File: config.mk
export PLATFORM = sky130hd
export DESIGN_NAME = bus_master_dma
export DESIGN_NICKNAME = d
export VERILOG_FILES = /design/src/inc/dma_pkg.sv /design/src/hdl/bus_master_dma.sv /design/src/hdl/host_arb.sv
export SDC_FILE = /design/constraint.sdc
export NUM_CORES = 1
export LEC_CHECK = 0
export ABC_AREA = 1
export BUFFER_PORTS_ARGS = -buffer_cell sky130_fd_sc_hd__buf_2
export CAP_MARGIN = 5
export CELL_PAD_IN_SITES_DETAIL_PLACEMENT = 1
export CELL_PAD_IN_SITES_GLOBAL_PLACEMENT = 1
export CORE_MARGIN = 4
export CORE_UTILIZATION = 46
export DETAILED_ROUTE_END_ITERATION = 7
export GPL_ROUTABILITY_DRIVEN = 0
export MAX_ROUTING_LAYER = met4
export PLACE_DENSITY = 0.83
export SYNTH_ARGS = -nofsm -noshare
export SYNTH_HDL_FRONTEND = slang
export SYNTH_SLANG_ARGS = --single-unit
File: constraint.sdc
create_clock -name pclk -period 4.84 [get_ports pclk]
set_input_delay 0.484 -clock pclk [delete_from_list [all_inputs] [get_ports pclk]]
set_output_delay 0.484 -clock pclk [all_outputs]
set_load 0.05 [all_outputs]
File: src/inc/dma_pkg.sv
// Register map, field layout and shared types of the two-channel bus-master DMA unit
package dma_pkg;
    // ==============================
    // Register byte offsets
    localparam logic [15:0] OFS_RD_BASE   = 16'h8220;
    localparam logic [15:0] OFS_RD_STRIDE = 16'h8224;
    localparam logic [15:0] OFS_SUB_STAT  = 16'h8504;
    localparam logic [15:0] OFS_ADV_CTRL  = 16'h850c;
    localparam logic [15:0] OFS_VID_START = 16'h8580;
    localparam logic [15:0] OFS_VID_LEN   = 16'h8584;
    localparam logic [15:0] OFS_VID_EN    = 16'h8588;
    localparam logic [15:0] OFS_CMD_BASE  = 16'h8590;
    localparam logic [15:0] OFS_CMD_WP    = 16'h8594;
    localparam logic [15:0] OFS_CMD_RP    = 16'h8598;
    localparam logic [15:0] OFS_CMD_EN    = 16'h859c;
    // ==============================
    // Field positions
    localparam int EN_BIT      = 0;
    localparam int DIR_BIT     = 1;
    localparam int BS_BIT      = 1;
    localparam int READ_DMA_POINTER_RESET_BIT  = 1;
    localparam int WPU_BIT     = 16;
    localparam int HD_DONE_BIT = 4;
    localparam int CD_DONE_BIT = 5;
    // ==============================
    // Reset value and address steps
    localparam logic [31:0] RST_WORD = 32'h0000_0000;
    localparam logic [31:0] DW_STEP  = 32'h0000_0004;
    localparam logic [31:0] QW_STEP  = 32'h0000_0008;
    // ==============================
    // Types
    typedef struct packed {
        logic        write;
        logic [31:0] addr;
        logic [31:0] wdata;
    } host_req_t;

    typedef enum logic [5:0] {
        V_IDLE = 6'b000001,
        V_SRD  = 6'b000010,
        V_PUSH = 6'b000100,
        V_VRD  = 6'b001000,
        V_WLO  = 6'b010000,
        V_WHI  = 6'b100000
    } vid_state_t;

    typedef enum logic [2:0] {
        C_IDLE    = 3'b001,
        C_FETCH   = 3'b010,
        C_DELIVER = 3'b100
    } cmd_state_t;
endpackage : dma_pkg

File: src/hdl/bus_master_dma.sv
// Two-channel bus-master DMA: video/graphics channel and circular command channel
//
// Functional notes
// - Video and command channels run independently, either or both active.
// - Device masters the host bus for both channels itself.
// - Direction bit 0 moves memory to local port FIFO; 1 moves video memory out.
// - Video system address comes from start register bits 31-2.
// - Video channel moves length field plus one doublewords.
// - Writing video enable 1 starts the channel; 0 keeps it off.
// - Device clears video enable itself when the transfer ends.
// - Buffer size bit picks 4 KByte (0) or 64 KByte (1) ring.
// - 4K fetch address is base 31-12, read pointer 11-2, two zeros.
// - 64K fetch address is base 31-16, read pointer 15-2, two zeros.
// - Device advances read pointer; it always names next doubleword.
// - Command enable bit turns command fetching on and off.
// - Fetched command doublewords go to the drawing engine.
// - Video reads move width field plus one quadwords per line, then add stride.
// - Done flags set when video or command transfers complete.
//
// Register access over APB was chosen for this implementation.
`timescale 1ns/1ns
`default_nettype none
module bus_master_dma (
    input  wire logic                  pclk,
    input  wire logic                  presetn,
    input  wire logic                  psel,
    input  wire logic                  penable,
    input  wire logic                  pwrite,
    input  wire logic [15:0]           paddr,
    input  wire logic [31:0]           pwdata,
    output logic [31:0]                prdata,
    output logic                       pready,
    output logic                       pslverr,
    output logic                       host_req_valid,
    output dma_pkg::host_req_t         host_req,
    input  wire logic                  host_ack,
    input  wire logic [31:0]           host_rdata,
    output logic                       lpb_valid,
    output logic [31:0]                lpb_data,
    input  wire logic                  lpb_ready,
    output logic                       vmem_rd_req,
    output logic [31:0]                vmem_rd_addr,
    input  wire logic                  vmem_rd_ack,
    input  wire logic [63:0]           vmem_rd_data,
    output logic                       cmd_valid,
    output logic [31:0]                cmd_data,
    input  wire logic                  cmd_ready
);
    // ==============================
    // Register state
    logic [31:1] vstart_q;
    logic [21:0] vlen_q;
    logic        ven_q;
    logic [31:12] cbase_q;
    logic        bs_q;
    logic [15:2] cwp_q;
    logic [15:2] wp_eff_q;
    logic        wpu_q;
    logic [15:2] crp_q;
    logic        cen_q;
    logic [31:3] rbase_q;
    logic [8:0]  stride_q;
    logic [8:0]  width_q;
    logic        read_dma_pointer_reset_q;
    logic        hd_done_q;
    logic        cd_done_q;
    logic [31:0] prdata_q;
    logic        pready_q;
    logic        pslverr_q;

    // ==============================
    // Channel state
    dma_pkg::vid_state_t vst_q;
    dma_pkg::vid_state_t vst_d;
    dma_pkg::cmd_state_t cst_q;
    logic [31:2] vsys_q;
    logic [21:0] rem_q;
    logic [31:0] vaddr_q;
    logic [8:0]  qw_cnt_q;
    logic [63:0] qw_q;
    logic [31:0] lpb_data_q;
    logic        lpb_valid_q;
    logic        vmem_req_q;
    logic [31:0] cmd_data_q;
    logic        cmd_valid_q;
    dma_pkg::host_req_t vid_req;
    dma_pkg::host_req_t cmd_req;
    logic [1:0]  gnt_done;

    // ==============================
    // APB decode: one wait state, write takes effect with pready high
    logic access, wr_en, rd_cap, map_hit;
    logic hit_rbase, hit_rstr, hit_stat, hit_adv, hit_vst, hit_vlen, hit_ven;
    logic hit_cbase, hit_cwp, hit_crp, hit_cen;
    assign access    = psel & penable;
    assign wr_en     = access & pwrite & pready_q;
    assign rd_cap    = access & ~pready_q;
    assign hit_rbase = (paddr == dma_pkg::OFS_RD_BASE);
    assign hit_rstr  = (paddr == dma_pkg::OFS_RD_STRIDE);
    assign hit_stat  = (paddr == dma_pkg::OFS_SUB_STAT);
    assign hit_adv   = (paddr == dma_pkg::OFS_ADV_CTRL);
    assign hit_vst   = (paddr == dma_pkg::OFS_VID_START);
    assign hit_vlen  = (paddr == dma_pkg::OFS_VID_LEN);
    assign hit_ven   = (paddr == dma_pkg::OFS_VID_EN);
    assign hit_cbase = (paddr == dma_pkg::OFS_CMD_BASE);
    assign hit_cwp   = (paddr == dma_pkg::OFS_CMD_WP);
    assign hit_crp   = (paddr == dma_pkg::OFS_CMD_RP);
    assign hit_cen   = (paddr == dma_pkg::OFS_CMD_EN);
    assign map_hit   = hit_rbase | hit_rstr | hit_stat | hit_adv | hit_vst | hit_vlen | hit_ven
                     | hit_cbase | hit_cwp | hit_crp | hit_cen;

    // Read mux; reserved bits read as zero
    logic [31:0] rd_mux;
    always_comb begin
        rd_mux = dma_pkg::RST_WORD;
        if (hit_rbase)      rd_mux = {rbase_q, 3'b000};
        else if (hit_rstr)  rd_mux = {4'h0, width_q, 7'h00, stride_q, 3'b000};
        else if (hit_stat)  rd_mux = {26'h0, cd_done_q, hd_done_q, 4'h0};
        else if (hit_adv)   rd_mux = {30'h0, read_dma_pointer_reset_q, 1'b0};
        else if (hit_vst)   rd_mux = {vstart_q, 1'b0};
        else if (hit_vlen)  rd_mux = {8'h00, vlen_q, 2'b00};
        else if (hit_ven)   rd_mux = {31'h0, ven_q};
        else if (hit_cbase) rd_mux = {cbase_q, 10'h000, bs_q, 1'b0};
        else if (hit_cwp)   rd_mux = {15'h0, wpu_q, cwp_q, 2'b00};
        else if (hit_crp)   rd_mux = {16'h0, crp_q, 2'b00};
        else if (hit_cen)   rd_mux = {31'h0, cen_q};
    end

    // Bus answer registers; unmapped addresses answer with pslverr
    always_ff @(posedge pclk or negedge presetn) begin
        if (!presetn) begin
            pready_q  <= 1'b0;
            pslverr_q <= 1'b0;
            prdata_q  <= dma_pkg::RST_WORD;
        end else begin
            pready_q  <= rd_cap;
            pslverr_q <= rd_cap & ~map_hit;
            if (rd_cap && !pwrite) prdata_q <= rd_mux;
        end
    end

    // ==============================
    // Plain configuration registers
    always_ff @(posedge pclk or negedge presetn) begin
        if (!presetn) begin
            vstart_q <= '0;
            vlen_q   <= '0;
            cbase_q  <= '0;
            bs_q     <= 1'b0;
            cwp_q    <= '0;
            cen_q    <= 1'b0;
            rbase_q  <= '0;
            stride_q <= '0;
            width_q  <= '0;
            read_dma_pointer_reset_q <= 1'b0;
        end else if (wr_en) begin
            if (hit_vst)   vstart_q <= pwdata[31:1];
            if (hit_vlen)  vlen_q   <= pwdata[23:2];
            if (hit_cbase) cbase_q  <= pwdata[31:12];
            if (hit_cbase) bs_q     <= pwdata[dma_pkg::BS_BIT];
            if (hit_cwp)   cwp_q    <= pwdata[15:2];
            if (hit_cen)   cen_q    <= pwdata[dma_pkg::EN_BIT];
            if (hit_rbase) rbase_q  <= pwdata[31:3];
            if (hit_rstr)  stride_q <= pwdata[11:3];
            if (hit_rstr)  width_q  <= pwdata[27:19];
            if (hit_adv)   read_dma_pointer_reset_q <= pwdata[dma_pkg::READ_DMA_POINTER_RESET_BIT];
        end
    end

    // Updated flag is consumed one cycle later, so a stale pointer is never compared
    always_ff @(posedge pclk or negedge presetn) begin
        if (!presetn) begin
            wpu_q    <= 1'b0;
            wp_eff_q <= '0;
        end else begin
            wpu_q <= wr_en & hit_cwp & pwdata[dma_pkg::WPU_BIT];
            if (wpu_q) wp_eff_q <= cwp_q;
        end
    end

    // ==============================
    // Enable and done flags: done set wins over software clear; enable write wins over completion clear
    logic v_finish, c_drained, ven_wr;
    assign ven_wr = wr_en & hit_ven;
    always_ff @(posedge pclk or negedge presetn) begin
        if (!presetn) begin
            ven_q     <= 1'b0;
            hd_done_q <= 1'b0;
            cd_done_q <= 1'b0;
        end else begin
            if (ven_wr)        ven_q <= pwdata[dma_pkg::EN_BIT];
            else if (v_finish) ven_q <= 1'b0;
            hd_done_q <= v_finish  | (hd_done_q & ~(wr_en & hit_stat & pwdata[dma_pkg::HD_DONE_BIT]));
            cd_done_q <= c_drained | (cd_done_q & ~(wr_en & hit_stat & pwdata[dma_pkg::CD_DONE_BIT]));
        end
    end

    // ==============================
    // Video channel
    logic vid_done, last_dw, line_end;
    assign vid_done = gnt_done[0];
    assign last_dw  = (rem_q == 22'h0);
    assign line_end = (qw_cnt_q == width_q);
    assign v_finish = (vst_q == dma_pkg::V_PUSH && lpb_valid_q && lpb_ready && last_dw)
                    | ((vst_q == dma_pkg::V_WLO || vst_q == dma_pkg::V_WHI) && vid_done && last_dw);
    assign vid_req.write = (vst_q != dma_pkg::V_SRD);
    assign vid_req.addr  = {vsys_q, 2'b00};
    assign vid_req.wdata = (vst_q == dma_pkg::V_WHI) ? qw_q[63:32] : qw_q[31:0];

    // Next state of the video sequencer
    always_comb begin
        vst_d = vst_q;
        case (vst_q)
            dma_pkg::V_IDLE: if (ven_q) vst_d = vstart_q[dma_pkg::DIR_BIT] ? dma_pkg::V_VRD : dma_pkg::V_SRD;
            dma_pkg::V_SRD:  if (vid_done) vst_d = dma_pkg::V_PUSH;
            dma_pkg::V_PUSH: if (lpb_valid_q && lpb_ready) vst_d = last_dw ? dma_pkg::V_IDLE : dma_pkg::V_SRD;
            dma_pkg::V_VRD:  if (vmem_rd_ack) vst_d = dma_pkg::V_WLO;
            dma_pkg::V_WLO:  if (vid_done) vst_d = last_dw ? dma_pkg::V_IDLE : dma_pkg::V_WHI;
            dma_pkg::V_WHI:  if (vid_done) vst_d = last_dw ? dma_pkg::V_IDLE : dma_pkg::V_VRD;
            default:         vst_d = dma_pkg::V_IDLE;
        endcase
    end

    // Counting and addressing; each moved doubleword but the last steps the system address
    logic dw_moved;
    assign dw_moved = (vst_q == dma_pkg::V_PUSH && lpb_valid_q && lpb_ready)
                    | ((vst_q == dma_pkg::V_WLO || vst_q == dma_pkg::V_WHI) && vid_done);
    always_ff @(posedge pclk or negedge presetn) begin
        if (!presetn) begin
            vst_q  <= dma_pkg::V_IDLE;
            vsys_q <= '0;
            rem_q  <= '0;
        end else begin
            vst_q <= vst_d;
            if (vst_q == dma_pkg::V_IDLE && ven_q) begin
                vsys_q <= vstart_q[31:2];
                rem_q  <= vlen_q;
            end else if (dw_moved && !last_dw) begin
                vsys_q <= vsys_q + 30'h1;
                rem_q  <= rem_q - 22'h1;
            end
        end
    end

    // Local port output holds its word until taken
    always_ff @(posedge pclk or negedge presetn) begin
        if (!presetn) begin
            lpb_valid_q <= 1'b0;
            lpb_data_q  <= dma_pkg::RST_WORD;
        end else if (vst_q == dma_pkg::V_SRD && vid_done) begin
            lpb_valid_q <= 1'b1;
            lpb_data_q  <= host_rdata;
        end else if (lpb_ready) begin
            lpb_valid_q <= 1'b0;
        end
    end

    // Video memory line walker; pointer reset returns it to the read base
    always_ff @(posedge pclk or negedge presetn) begin
        if (!presetn) begin
            vmem_req_q <= 1'b0;
            vaddr_q    <= dma_pkg::RST_WORD;
            qw_cnt_q   <= '0;
            qw_q       <= '0;
        end else begin
            vmem_req_q <= (vst_d == dma_pkg::V_VRD);
            if (read_dma_pointer_reset_q) begin
                vaddr_q  <= {rbase_q, 3'b000};
                qw_cnt_q <= '0;
            end else if (vst_q == dma_pkg::V_VRD && vmem_rd_ack) begin
                qw_q <= vmem_rd_data;
                if (line_end) begin
                    vaddr_q  <= vaddr_q + dma_pkg::QW_STEP + {20'h0, stride_q, 3'b000};
                    qw_cnt_q <= '0;
                end else begin
                    vaddr_q  <= vaddr_q + dma_pkg::QW_STEP;
                    qw_cnt_q <= qw_cnt_q + 9'h1;
                end
            end
        end
    end

    // ==============================
    // Command channel, independent of the video sequencer
    logic [15:2] crp_next;
    logic        ptr_eq, cmd_take, crp_wr;
    assign crp_next = bs_q ? crp_q + 14'h1 : {crp_q[15:12], crp_q[11:2] + 10'h1};
    assign ptr_eq   = bs_q ? (crp_q == wp_eff_q) : (crp_q[11:2] == wp_eff_q[11:2]);
    assign cmd_take = (cst_q == dma_pkg::C_DELIVER) && cmd_valid_q && cmd_ready;
    assign crp_wr   = wr_en & hit_crp;
    assign c_drained = cmd_take & (bs_q ? (crp_next == wp_eff_q) : (crp_next[11:2] == wp_eff_q[11:2]));
    assign cmd_req.write = 1'b0;
    assign cmd_req.wdata = dma_pkg::RST_WORD;
    assign cmd_req.addr  = bs_q ? {cbase_q[31:16], crp_q[15:2], 2'b00}
                                : {cbase_q[31:12], crp_q[11:2], 2'b00};

    // Fetch, hand over, advance; a software pointer write overrides the advance
    always_ff @(posedge pclk or negedge presetn) begin
        if (!presetn) begin
            cst_q       <= dma_pkg::C_IDLE;
            crp_q       <= '0;
            cmd_valid_q <= 1'b0;
            cmd_data_q  <= dma_pkg::RST_WORD;
        end else begin
            if (crp_wr)        crp_q <= pwdata[15:2];
            else if (cmd_take) crp_q <= crp_next;
            case (cst_q)
                dma_pkg::C_IDLE: if (cen_q && !ptr_eq) cst_q <= dma_pkg::C_FETCH;
                dma_pkg::C_FETCH: if (gnt_done[1]) begin
                    cmd_data_q  <= host_rdata;
                    cmd_valid_q <= 1'b1;
                    cst_q       <= dma_pkg::C_DELIVER;
                end
                dma_pkg::C_DELIVER: if (cmd_take) begin
                    cmd_valid_q <= 1'b0;
                    cst_q       <= dma_pkg::C_IDLE;
                end
                default: cst_q <= dma_pkg::C_IDLE;
            endcase
        end
    end

    // ==============================
    // Shared host bus master port
    logic [1:0] req_valid;
    assign req_valid = {cst_q == dma_pkg::C_FETCH,
                        vst_q == dma_pkg::V_SRD || vst_q == dma_pkg::V_WLO || vst_q == dma_pkg::V_WHI};
    host_arb u_arb (
        .pclk           (pclk),
        .presetn        (presetn),
        .req_valid      (req_valid),
        .req_vid        (vid_req),
        .req_cmd        (cmd_req),
        .host_ack       (host_ack),
        .host_req_valid (host_req_valid),
        .host_req       (host_req),
        .done           (gnt_done)
    );

    assign prdata       = prdata_q;
    assign pready       = pready_q;
    assign pslverr      = pslverr_q;
    assign lpb_valid    = lpb_valid_q;
    assign lpb_data     = lpb_data_q;
    assign vmem_rd_req  = vmem_req_q;
    assign vmem_rd_addr = vaddr_q;
    assign cmd_valid    = cmd_valid_q;
    assign cmd_data     = cmd_data_q;
endmodule : bus_master_dma
`default_nettype wire

File: src/hdl/host_arb.sv
// Round-robin owner of the single host bus master port shared by both channels
`timescale 1ns/1ns
`default_nettype none
module host_arb (
    input  wire logic                  pclk,
    input  wire logic                  presetn,
    input  wire logic [1:0]            req_valid,
    input  wire dma_pkg::host_req_t    req_vid,
    input  wire dma_pkg::host_req_t    req_cmd,
    input  wire logic                  host_ack,
    output logic                       host_req_valid,
    output dma_pkg::host_req_t         host_req,
    output logic [1:0]                 done
);
    logic busy_q;
    logic owner_q;
    logic last_q;
    logic pick;

    // Alternate when both ask, so neither channel starves the other
    assign pick = (req_valid == 2'b11) ? ~last_q : req_valid[1];
    assign done = {host_ack & busy_q & owner_q, host_ack & busy_q & ~owner_q};

    // One transaction outstanding; request held until the bus answers
    always_ff @(posedge pclk or negedge presetn) begin
        if (!presetn) begin
            busy_q         <= 1'b0;
            owner_q        <= 1'b0;
            last_q         <= 1'b0;
            host_req_valid <= 1'b0;
            host_req       <= '0;
        end else if (busy_q) begin
            if (host_ack) begin
                busy_q         <= 1'b0;
                host_req_valid <= 1'b0;
                last_q         <= owner_q;
            end
        end else if (|req_valid) begin
            busy_q         <= 1'b1;
            owner_q        <= pick;
            host_req_valid <= 1'b1;
            host_req       <= pick ? req_cmd : req_vid;
        end
    end
endmodule : host_arb
`default_nettype wire

# After elaboration in Yosys (flattened, before gate mapping)
# Index checks and enable logic that the tools add are counted.
# totals
register_bits	505
in_bits	153
out_inout_bits	199
wordCells	219
# classes
add_sub_neg	7
eq_ne	32
n_mux	58
bitwise	40
reduce_logical	44
# op_table
operator	count
32-bit 2-to-1 mux	12
16-bit == test, second input constant	11
65-bit 2-to-1 mux	1
30-bit 2-to-1 mux	2
22-bit 2-to-1 mux	2
14-bit 2-to-1 mux	3
6-bit 2-to-1 mux	7
6-bit case mux with 6 select lines	1
32-bit by 12-bit adder with 32-bit output	1
32-bit by 4-bit adder with 32-bit output, second input constant	1
16-bit 2-to-1 mux	2
30-bit by 1-bit adder with 30-bit output, second input constant	1
14-bit == test	2
9-bit 2-to-1 mux	3
2-bit AND reduction	13
22-bit zero test	1
22-bit by 1-bit subtractor with 22-bit output, second input constant	1
10-bit == test	2
1-bit bitwise AND	18
17-bit 2-to-1 mux	1
1-bit 2-to-1 mux	16
14-bit by 1-bit adder with 14-bit output, second input constant	1
1-bit logical AND	14
1-bit bitwise OR	14
26 further kinds	51

# Longest topological paths before layout
# Gate-level depths: netlist of run 1.
# depth
depth_word	13
ltp_mapped	19
ltp_nobuf	19

# Hierarchy
# Synthesis of run 1 repeated with hierarchy kept, for this count alone.
# hier_totals
hier_cells	3438
hier_area_um2	26076.3
# by_module_without_submodules
mod	instances	cells_per_inst	area_each_um2	seq_area_each_um2
bus_master_dma	1	2861	22228.8	10837.9
host_arb	1	577	3847.4	1726.7

# Worst setup path after synthesis of run 1
# Ideal clock, no wire load.
# synth_path
kind	register to register
start	reg vaddr_q[3] (netlist: vmem_rd_addr[3])
end	reg vaddr_q[30] (netlist: vmem_rd_addr[30])
setup_ns	0.117
arrival_time_ns	2.891
required_time_ns	4.723
setup_slack_ns	1.831
stages_incl_launch_ff	18
path_buffers	0
period_less_slack_ns	3.009
cell_sequence	dfrtp_1 > ha_1 > nand2_1 > nor2_4 > nand2_1 > xnor2_1 > ha_1 > nand2_1 > nor2_1 > nand3_1 > nand4_1 > nand2_1 > inv_1 > nand2_1 > nor2_2 > nand3_1 > nand3_1 > nand2_1
# synth_between
elab_chain_len	5
# synth_lines
item	line_no	source
from (decl)	bus_master_dma.sv:78	logic [31:0] vaddr_q;
from (signal assigned)	bus_master_dma.sv:262	vaddr_q <= dma_pkg::RST_WORD;
from (signal assigned)	bus_master_dma.sv:268	vaddr_q <= {rbase_q, 3'b000};
from (signal assigned)	bus_master_dma.sv:273	vaddr_q <= vaddr_q + dma_pkg::QW_STEP + {20'h0, stride_q, 3'b000};
32-bit by 4-bit adder with 32-bit output (*)	bus_master_dma.sv:273, bus_master_dma.sv:276	
32-bit by 12-bit adder with 32-bit output	bus_master_dma.sv:273	
32-bit 2-to-1 mux (*)	bus_master_dma.sv:272	if (line_end) begin
32-bit 2-to-1 mux (*)	bus_master_dma.sv:270	end else if (vst_q == dma_pkg::V_VRD && vmem_rd_ack) begin
32-bit 2-to-1 mux (*)	bus_master_dma.sv:267	if (read_dma_pointer_reset_q) begin
# Every way passes the cells marked *; elsewhere a longest branch is shown, timed or not. The select of a mux whose other input is x is not followed.
# A chain may end at the register's enable or synchronous reset.

# Worst setup path in the final report of run 1
# Same ends and word-level chain as after synthesis.

==> results of run 1 <==
## flip-flops by register name, summed over array words and instances (netlist names), 29 cells and up
name,flops
prdata,32
u_arb.host_req,63
vsys_q,30
qw_q,64
lpb_data,32
rbase_q,29
cmd_data,32
vstart_q,31
vmem_rd_addr,29
## cell families after synthesis
group,count (synthesis)
other,1
buffers and inverters,434
AND/OR/NAND/NOR,1664
AO/OA/AOI/OAI,553
XOR/XNOR,78
adder cells (fa/ha/maj),15
multiplexers,12
flip-flops,500
## critical path, cell delays in order, from the launching register on
cell	delay, ns
dfrtp_1	0.49
ha_1	0.32
nand2_1	0.16
nor2_4	0.08
or2_2	0.28
nand2_1	0.07
inv_1	0.06
ha_1	0.37
nand2_1	0.11
o21ai_0	0.27
nand2_1	0.10
nand4_1	0.12
nand2_1	0.08
inv_1	0.11
nand2_1	0.14
nor2_2	0.21
nand3_1	0.10
nand3_1	0.09
nand2_1	0.06
## final cells by class
class / count / area [sq um]
Fill cell: 6806 / 24500
Sequential cell: 500 / 12500
Multi-Input combinational cell: 2327 / 10900
Timing Repair Buffer: 374 / 2020
Clock buffer: 78 / 1630
Inverter: 297 / 1110
Tap cell: 696 / 871
Clock inverter: 25 / 287
Antenna cell: 15 / 37.5
## stage by stage
stage | hold WS (ns) | worst slack, ns | instances
finish | 0.0677 | 1.49 | 4312
global route | 0.0693 | 1.15 | 4312
CTS | 0.0431 | 1.53 | 4297
detailed placement | 0.453 | 1.36 | 4193
global placement | 0.448 | 1.62 | 4193
floorplan | 0.188 | 1.83 | 3261
## final timing paths
check                      depth (start not counted)        startpoint  slack, ns               end
setup / recovery                                  18   vmem_rd_addr[3]       1.49  vmem_rd_addr[30]
hold / removal                                     3  vmem_rd_data[32]       0.07          qw_q[32]
setup reg to reg                                  18   vmem_rd_addr[3]       1.49  vmem_rd_addr[30]
hold reg to reg                                    2      lpb_data[28]       0.46      lpb_data[28]
max in group asynchronous                          3           presetn       3.12      cmd_data[27]
min in group asynchronous                          2           presetn       0.49        vsys_q[28]
## power by group through the flow
stage | clock network [mW] | registers, mW | logic, mW
2_1_floorplan | 0 | 6.32 | 0.853
5_1_grt | 4.69 | 5.02 | 3.43
3_5_place_dp | 0 | 5.02 | 3.21
6_report | 4.46 | 4.97 | 3.22
3_3_place_gp | 0 | 5.01 | 3.13
4_1_cts | 4.52 | 4.97 | 3.25
## per-layer routing
| metal | GRT usage | share of wire | up-vias | routed length (microns) |
|---|---|---|---|---|
| li1 | - | - | 11100 | - |
| met1 | 0.401 | 0.41 | 12200 | 38600 |
| met2 | 0.525 | 0.48 | 871 | 45200 |
| met3 | 0.0513 | 0.061 | 233 | 5760 |
| met4 | 0.142 | 0.048 | 0 | 4560 |
| met5 | - | 0 | - | 0 |
## what timing repair did
item                      4_1_cts  5_1_grt
hold endpoints to repair       85        0
hold buffers                    1        0
buffers inserted                0        0
## cell usage in the layout, fill, tap and decap left out, drive strengths merged, types with 14 or more instances in the layout
cell,netlist,layout
a21oi,104,104
buf,51,373
clkbuf,86,78
clkinv,7,19
dfrtp,498,498
diode,0,15
ha,14,14
inv,290,291
nand2,1184,1184
nand3,137,137
nand4,50,50
nor2,226,226
nor3,32,32
o21ai,364,364
o221ai,15,15
o22ai,20,20
xnor2,26,26
xor2,52,52
==> metrics.txt, run 1 <==
Skew-Pair Late Insertion Delay approximately 0.62 ns; CTS max path bufs 3; CTS HTree Levels 2; Synth Area in Simple Gates 0.273; Pwr Density 430 nW/um^2; Max Transition Viols Final 0; chip width 242 microns; Setup crit start kind register; Leak Pwr ~15 nW; Clock Sinks 500; final instance area approximately 29,000 sq um; number of global-route vias before repair roughly 26,000; GRT Residual Overflow 0; Die ar. 58,500 sq um; starting density of the core 0.466; CP Class reg -> reg; Sw Share 0.372; main combinational cell family by area after synthesis simple AND/OR/NAND/NOR gates; final core occ 0.545; final WL 94,100 microns; Period minus WS final 3.35 ns; Synth Area in Compound Gates 0.120; fmax 299 MHz; Area contributors post-synth dfrtp_1, nand2_1, o21ai_0; post-DP HPWL 67,800 microns; vias per cell approximately 5.7; I/O pin count 352; switching power 4.71 mW; XOR/XNOR Fraction of Synth Area 0.0272; Data required, critical path 5.34 ns; YS warnings 0; post-route ant nets 0; leading area contributor after synthesis dfrtp_1; max_cap viols 0; DRC viols 0; synthesized-area fraction occupied by adder cells 0.00776; cell-internal power 7.95 mW; Logic pwr share 0.255; Avg WL per Cell 21.8 microns; Mapped Avg Cell Area 7.72 sq um; Worst-Margin Slew 1.26 ns; Yosys reg bits 500; most common cell in the netlist nand2_1; largest fanout on the critical path 8; pin count of the biggest net entering global routing around 130; Slew headroom 0.155; Setup Skew 0.0153 ns; row count 85; PortBufs 346; nets@finish 3,723; Cell variety after synth between 50 and 60; Post-synth ARST share 1.00; Cells after Synth 3,257; Commonest cells post-synth nand2_1, dfrtp_1, o21ai_0; Clock Power Share 0.352; DRT Pass-1 Iters 5; total track usage 0.323; DR vias about 24,000; CTS tree done; CORE AREA 53,900 sq um; Area Growth Syn to Fin 16.9%; Power Total 12.7 mW; Starting DRT DRC Count 1,814; Fin. Hold Viols 0; first-pass GRT wire length 147,000 microns; # resized after CTS 0; clock-pin transition on the worst setup and hold timing paths 0.06 ns; register area share after synthesis 0.498; Main synth FF type dfrtp_1; CP arrival 3.85 ns; DP Area 27,400 sq um; Worst setup EP type register; synthesized cell area 25,100 sq um; CTS buffer count 55; EDFF count, synth 0; Hold WC Path Type in -> reg; status finished clean; post-route setup TNS 0 ns; RSZ-0062 raised after global routing no; Die Span Y 242 microns; multiplexer area fraction after synthesis 0.00537; clock root cell clkbuf_16; Final Cycle Share 0.691; VDD IR max 414 uV; initial antenna violation count 15; Synth top area share 0.496; endpoints failing setup 0; part of the power in registers 0.393; share of cells above drive strength 1 0.154
Power figures use the tool's default switching activity.
==> run 2: changes to the inputs <==
- CORE_UTILIZATION: 46 -> 39
- PLACE_DENSITY: 0.83 -> 0.74
- clock period: 4.84 -> 2.7 ns (I/O delays scaled with it)
==> run 2 against run 1 <==
  * The run now ends with setup timing left
  * Critical path depth did not move
  * Largest cell class unchanged
  * Via count rose by 1.9%
  * Fmax rose by 21%
  * Setup slack got worse by 1.6 ns
  * Critical endpoint is now vmem_rd_addr[31]
  * Power rose by 85%
  * Routed wire length rose by 4.9%
  * Final area rose by 8.4%
  * Non-clock buffer count rose by 190
==> metrics.txt, run 2 (synthesis results as in run 1) <==
CTS max path bufs 3 (unchanged); worst setup margin -0.0601 ns (-1.55 ns); final instance area 31,900 sq um (+8.4%); pin count of the biggest net entering global routing 97 (-23%); Skew-Pair Late Insertion Delay 0.65 ns (+0.03 ns); fmax 362 MHz (+21%); number of flip-flops in the largest register 64 (unchanged); CORE AREA 63,400 sq um (+18%); Die Span Y 262 microns (+8.3%); post-DP HPWL 70,000 microns (+3.4%); PortBufs 346 (unchanged); I/O pin count 352 (unchanged); row count 92 (+8.2%); post-route ant nets 0 (unchanged); clock-pin transition on the worst setup and hold timing paths 0.06 ns (about the same); violated checks setup timing; CTS HTree Levels 2 (unchanged); largest fanout on the critical path 7 (-1); DP Area 28,200 sq um (+2.8%); DRT Pass-1 Iters 5 (unchanged); Die ar. 68,600 sq um (+17%); endpoints failing setup 9 (+9); Setup crit start kind register; Power Total 23.4 mW (+85%); final WL 98,700 microns (+4.9%); most frequent cells in the layout nand2_1, dfrtp_1, buf_2; CTS tree done; VDD IR max 738 uV (+78%); Largest regs qw_q (64), u_arb.host_req (63); status complete, but fails checks; Slew headroom 0.317 (+0.162); Area Growth Syn to Fin 26.7%; Hold WC Path Type in -> reg; max_cap viols 0 (unchanged); vias per cell 5.35 (-5.5%); Setup Skew 0.0243 ns (+0.00899 ns); Starting DRT DRC Count 1,746 (-3.7%); CTS buffer count 58 (+5.5%); DRC viols 0 (unchanged); fillers 7,764 (+14%); most common cell after layout, fill and taps aside nand2_1; CP arrival 3.28 ns (-0.57 ns); Leak Pwr 15.9 nW (+7.0%); total track usage 0.293 (-0.0296); first-pass GRT wire length 154,000 microns (+4.8%); Final Cycle Share 1.02 (+0.331); Period minus WS final 2.76 ns (-0.586 ns); Worst-Margin Slew 1.02 ns (-0.239 ns); initial antenna violation count 7 (-8); Worst setup EP type register; DR vias 24,900 (+1.9%); Final Non-Filler Cells 4,651 (+7.9%); Fin. Hold Viols 0 (unchanged); Pwr Density 734 nW/um^2 (+71%); placed insts 4,405 (+5.1%); share of cells above drive strength 1 0.183 (+0.0297); Avg WL per Cell 21.2 microns (-2.7%); chip width 262 microns (+8.3%); clock root cell clkbuf_16; nets@finish 3,916 (+5.2%); Data required, critical path 3.22 ns (-2.12 ns); RSZ-0062 raised after global routing yes; CP Class reg -> reg; number of global-route vias before repair 26,500 (+3.3%); GRT Residual Overflow 0 (unchanged); starting density of the core 0.396 (-0.0699); Max Transition Viols Final 0 (unchanged); Clock Sinks 500 (unchanged); Reg with most FFs qw_q
[run 2: cell types whose count changed in the layout (fill, tap and decap cells not counted), moves of 8 or more]
cell           delta
nand2_2          +11
nor2_1           -10
nor2_4            +8
buf_4            +69
dfrtp_1           -8
diode_2           -8
dlygate4sd3_1   +111
nand2_1          -16
[run 2: cell type report]
| class | count | area (sq um) | area share |
|---|---|---|---|
| Timing Repair Buffer | 564 | 3820 | 0.120 |
| Tap cell | 846 | 1060 | 0.0332 |
| Clock inverter | 27 | 355 | 0.0112 |
| Sequential cell | 500 | 12500 | 0.393 |
| Clock buffer | 83 | 1720 | 0.0539 |
| Inverter | 297 | 1120 | 0.0351 |
| Antenna cell | 7 | 17.5 | 0.000550 |
| Multi-Input combinational cell | 2327 | 11200 | 0.353 |
[run 2: critical path, stage by stage (launching register included)]
cell     delay, ns
dfrtp_4       0.51
ha_4          0.19
nand2_4       0.07
nor2_4        0.04
or2_4         0.22
nand2_2       0.07
inv_2         0.05
ha_4          0.32
nand2_2       0.06
nor2_1        0.13
nand2_1       0.08
nand2_2       0.09
nand2_2       0.08
nand2_4       0.09
nand4_4       0.22
nor2_4        0.18
nand3_1       0.10
nand3_1       0.10
nand2_1       0.05
[run 2: repair_timing]
action / in CTS / in global routing
hold buffers: 112 / 0
pin swaps: 24 / 32
setup endpoints to repair: 19 / 60
resized for setup: 36 / 36
buffers inserted: 8 / 9
endpoints found under the hold margin: 208 / 0
[run 2: per-stage QoR]
stage / util / hold slack (ns) / setup TNS [ns] / worst slack (ns)
after floorplan: - / -0.0256 / 0 / 0.0116
after global placement: 0.445 / 0.222 / -0.190 / -0.0535
after detailed placement: 0.445 / 0.227 / -2.52 / -0.280
after CTS: 0.498 / 0.00651 / 0 / 0.00215
after global routing: 0.502 / 0.0426 / -3.02 / -0.231
final: 0.502 / 0.0296 / -0.321 / -0.0601
[run 2: worst paths after layout]
check                           slack, ns             from  cells past startpoint                to
max in group asynchronous            1.59          presetn                      3   vmem_rd_addr[3]
worst min-delay path                 0.03        pwdata[6]                      3          crp_q[6]
worst min register to register       0.46         qw_q[48]                      2          qw_q[48]
worst max register to register      -0.06  vmem_rd_addr[3]                     18  vmem_rd_addr[31]
worst max-delay path                -0.06  vmem_rd_addr[3]                     18  vmem_rd_addr[31]
min in group asynchronous            0.15          presetn                      2        vsys_q[28]
[run 2: routing by layer]
metal / vias to the layer above / GRT usage / wire length, microns
met1: 12500 / 0.372 / 41600
met5: - / - / 0
met2: 707 / 0.488 / 48500
met3: 192 / 0.0343 / 4680
li1: 11500 / - / -
met4: 0 / 0.107 / 3840
[run 2: report_power, final]
group	switching [mW]	leakage, nW	internal (mW)
sequential	0.577	6.53	8.31
combinational	4.62	8.32	1.42
clock	3.44	1.01	5.02
total	8.63	15.9	14.7
==> run 3: changes to the inputs <==
- BUFFER_PORTS_ARGS: -buffer_cell sky130_fd_sc_hd__buf_2 -> -buffer_cell sky130_fd_sc_hd__buf_4
==> run 3 against run 2 <==
  * The flow still finishes with violations (setup timing)
  * Sequential cell count did not move
  * Routed wire length grew 2.2%
  * Clock power shrank 3.0%
  * Final cell count barely moved
  * Fmax shrank 3.9%
  * Critical path depth stayed put
  * Hold slack gained 0.0012 ns
  * First-iteration DRC count down 18%
  * Sequential share of layout area decreased by 1.1 points
  * Largest cell class unchanged
  * Largest power group unchanged
==> metrics.txt, run 3 (synthesis results as in run 1) <==
switching power 8.68 mW (+0.55%); RSZ-0062 raised after global routing yes; vias per cell 5.37 (+0.34%); Skew-Pair Late Insertion Delay 0.63 ns (-0.02 ns); cell-internal power 15.0 mW (+1.4%); Max Transition Viols Final 0 (unchanged); Power Total 23.6 mW (+1.1%); CORE AREA 63,400 sq um (unchanged); DR vias 25,000 (+0.37%); PortBufs 346 (unchanged); Sw Share 0.367 (-0.00197); Area Growth Syn to Fin 30.5%; Setup Skew 0.0150 ns (-0.00931 ns); Die ar. 68,600 sq um (unchanged); Die Span Y 262 microns (unchanged); DRT Pass-1 Iters 5 (unchanged); fillers 7,690 (-0.95%); final WL 101,000 microns (+2.2%); chip width 262 microns (unchanged); Clock Power Share 0.347 (-0.015); CTS tree done; Worst-Margin Slew 0.885 ns (-0.140 ns); CP top delay family buffers and inverters; Crit Reg-Reg Startpoint vmem_rd_addr[3]; Leak Pwr 16.1 nW (+1.4%); starting density of the core 0.396 (unchanged); most frequent cells in the layout nand2_1, dfrtp_1, buf_4; Period minus WS final 2.87 ns (+0.113 ns); Clock Sinks 500 (unchanged); Slowest Stage Delay on Critical Path 0.50 ns (about the same); violated checks setup timing; share of cells above drive strength 1 0.188 (+0.00428); GRT Residual Overflow 0 (unchanged); post-route ant nets 0 (unchanged); initial antenna violation count 4 (-3); Logic pwr share 0.275 (+0.017); Data required, critical path 3.26 ns (+0.04 ns); CTS HTree Levels 2 (unchanged); critical path's most frequent cell buf_4; total track usage 0.297 (+0.00352); CP arrival 3.43 ns (+0.15 ns); clock-pin transition on the worst setup and hold timing paths 0.07 ns (about the same); Reg with most FFs qw_q; crit path from vmem_rd_addr[3]; I/O pin count 352 (unchanged); Worst setup EP type register; Final Cycle Share 1.06 (+0.0418); Slew headroom 0.410 (+0.0936); row count 92 (unchanged); crit-path cells ha_4 > buf_4 > nand2_4 > xor2_2 > inv_2 > ha_4 > inv_2 > o21bai_1 > buf_4 > buf_4 > buf_4 > buf_4 > buf_4 > a21oi_2 > a21oi_1 > o21ai_1 > nand2_1 > nand3_1; nets@finish 3,922 (+0.15%); placed insts 4,410 (+0.11%); status complete, but fails checks; DRC viols 0 (unchanged); post-DP HPWL 71,000 microns (+1.3%); first-pass GRT wire length 155,000 microns (+0.79%); worst setup margin -0.173 ns (-0.113 ns); pin count of the biggest net entering global routing 97 (unchanged); Starting DRT DRC Count 1,425 (-18%); max_cap viols 0 (unchanged); part of the power in registers 0.378 (-0.002); number of global-route vias before repair 26,900 (+1.6%); pre-CTS setup slack -0.282 ns (-0.00188 ns); CTS max path bufs 3 (unchanged); VDD IR max 567 uV (-23%); Setup crit start kind register; Fin. Hold Viols 0 (unchanged); Avg WL per Cell 21.7 microns (+2.1%); CP Class reg -> reg; CTS buffer count 57 (-1.7%); Largest regs qw_q (64), u_arb.host_req (63); endpoints failing setup 13 (+4); largest fanout on the critical path 4 (-3); Hold Startpoint pwdata[16]; Pwr Density 720 nW/um^2 (-1.9%); Final Non-Filler Cells 4,652 (+0.022%); worst path buffer plus inverter count 8 (+7); CP max-delay cell dfrtp_4; fmax 348 MHz (-3.9%); Hold WC Path Type in -> reg; number of flip-flops in the largest register 64 (unchanged); clock root cell clkbuf_16; most common cell after layout, fill and taps aside nand2_1
==> run 3: cell types whose count changed in the layout (fill, tap and decap cells not counted), sizes merged <==
| cell | delta |
|---|---|
| buf | +9 |
| bufinv | +1 |
| clkbuf | -15 |
| clkinv | +2 |
| clkinvlp | +6 |
| diode | -3 |
| dlygate4sd3 | -2 |
| inv | +3 |
==> run 3: tightest hold or removal path, delay by kind of cell <==
kind | cells | cell delay [ns]
buffers and inverters | 2 | 0.18
AO/OA/AOI/OAI | 1 | 0.16
==> run 3: stage by stage <==
step                      area (sq um)  utilization  hold WS, ns  TNS, ns
final                            32800        0.517       0.0308   -0.462
after global placement           29200        0.461        0.262   -0.258
after CTS                        32500        0.513      0.00481  -0.0110
after floorplan                  25200            -      -0.0256        0
after global routing             32800        0.517       0.0275    -3.43
after detailed placement         29200        0.461        0.261    -3.30
==> run 3: area by class of cell <==
| class | instances | area, sq um | share of cell area |
|---|---|---|---|
| Antenna cell | 4 | 10.0 | 0.000305 |
| Clock buffer | 68 | 1530 | 0.0465 |
| Clock inverter | 39 | 454 | 0.0138 |
| Inverter | 297 | 1120 | 0.0340 |
| Multi-Input combinational cell | 2327 | 11300 | 0.345 |
| Sequential cell | 500 | 12500 | 0.382 |
| Tap cell | 846 | 1060 | 0.0323 |
| Timing Repair Buffer | 571 | 4820 | 0.147 |
==> run 3: worst paths after layout <==
check | endpoint | slack, ns | cells after the start
max in group asynchronous | qw_q[15] | 1.53 | 3
hold / removal | rbase_q[16] | 0.03 | 3
setup reg to reg | vmem_rd_addr[10] | -0.17 | 18
min in group asynchronous | vsys_q[25] | 0.19 | 2
hold reg to reg | qw_q[46] | 0.46 | 2
setup / recovery | vmem_rd_addr[10] | -0.17 | 18
==> run 3: what timing repair did <==
item	CTS	global route
endpoints found under the setup margin	20	36
pin swaps	22	31
resized for setup	31	49
buffers inserted	14	7
endpoints found under the hold margin	204	0
hold buffers	110	0
==> run 3: routing by layer <==
metal  part of all wire  vias to the layer above  track usage
li1                   -                    11500            -
met2               0.49                      764        0.490
met1               0.41                    12500        0.366
met3              0.054                      243       0.0463
met5                  0                        -            -
met4              0.048                        0        0.123
==> run 3: power by group through the flow <==
| stage | logic [mW] | registers [mW] | clock network [mW] |
|---|---|---|---|
| after global routing | 6.91 | 9.03 | 8.67 |
| after floorplan | 1.53 | 11.3 | 0 |
| after CTS | 6.50 | 8.92 | 8.36 |
| after detailed placement | 6.35 | 9.03 | 0 |
| after global placement | 6.24 | 9.01 | 0 |
| final | 6.50 | 8.94 | 8.20 |
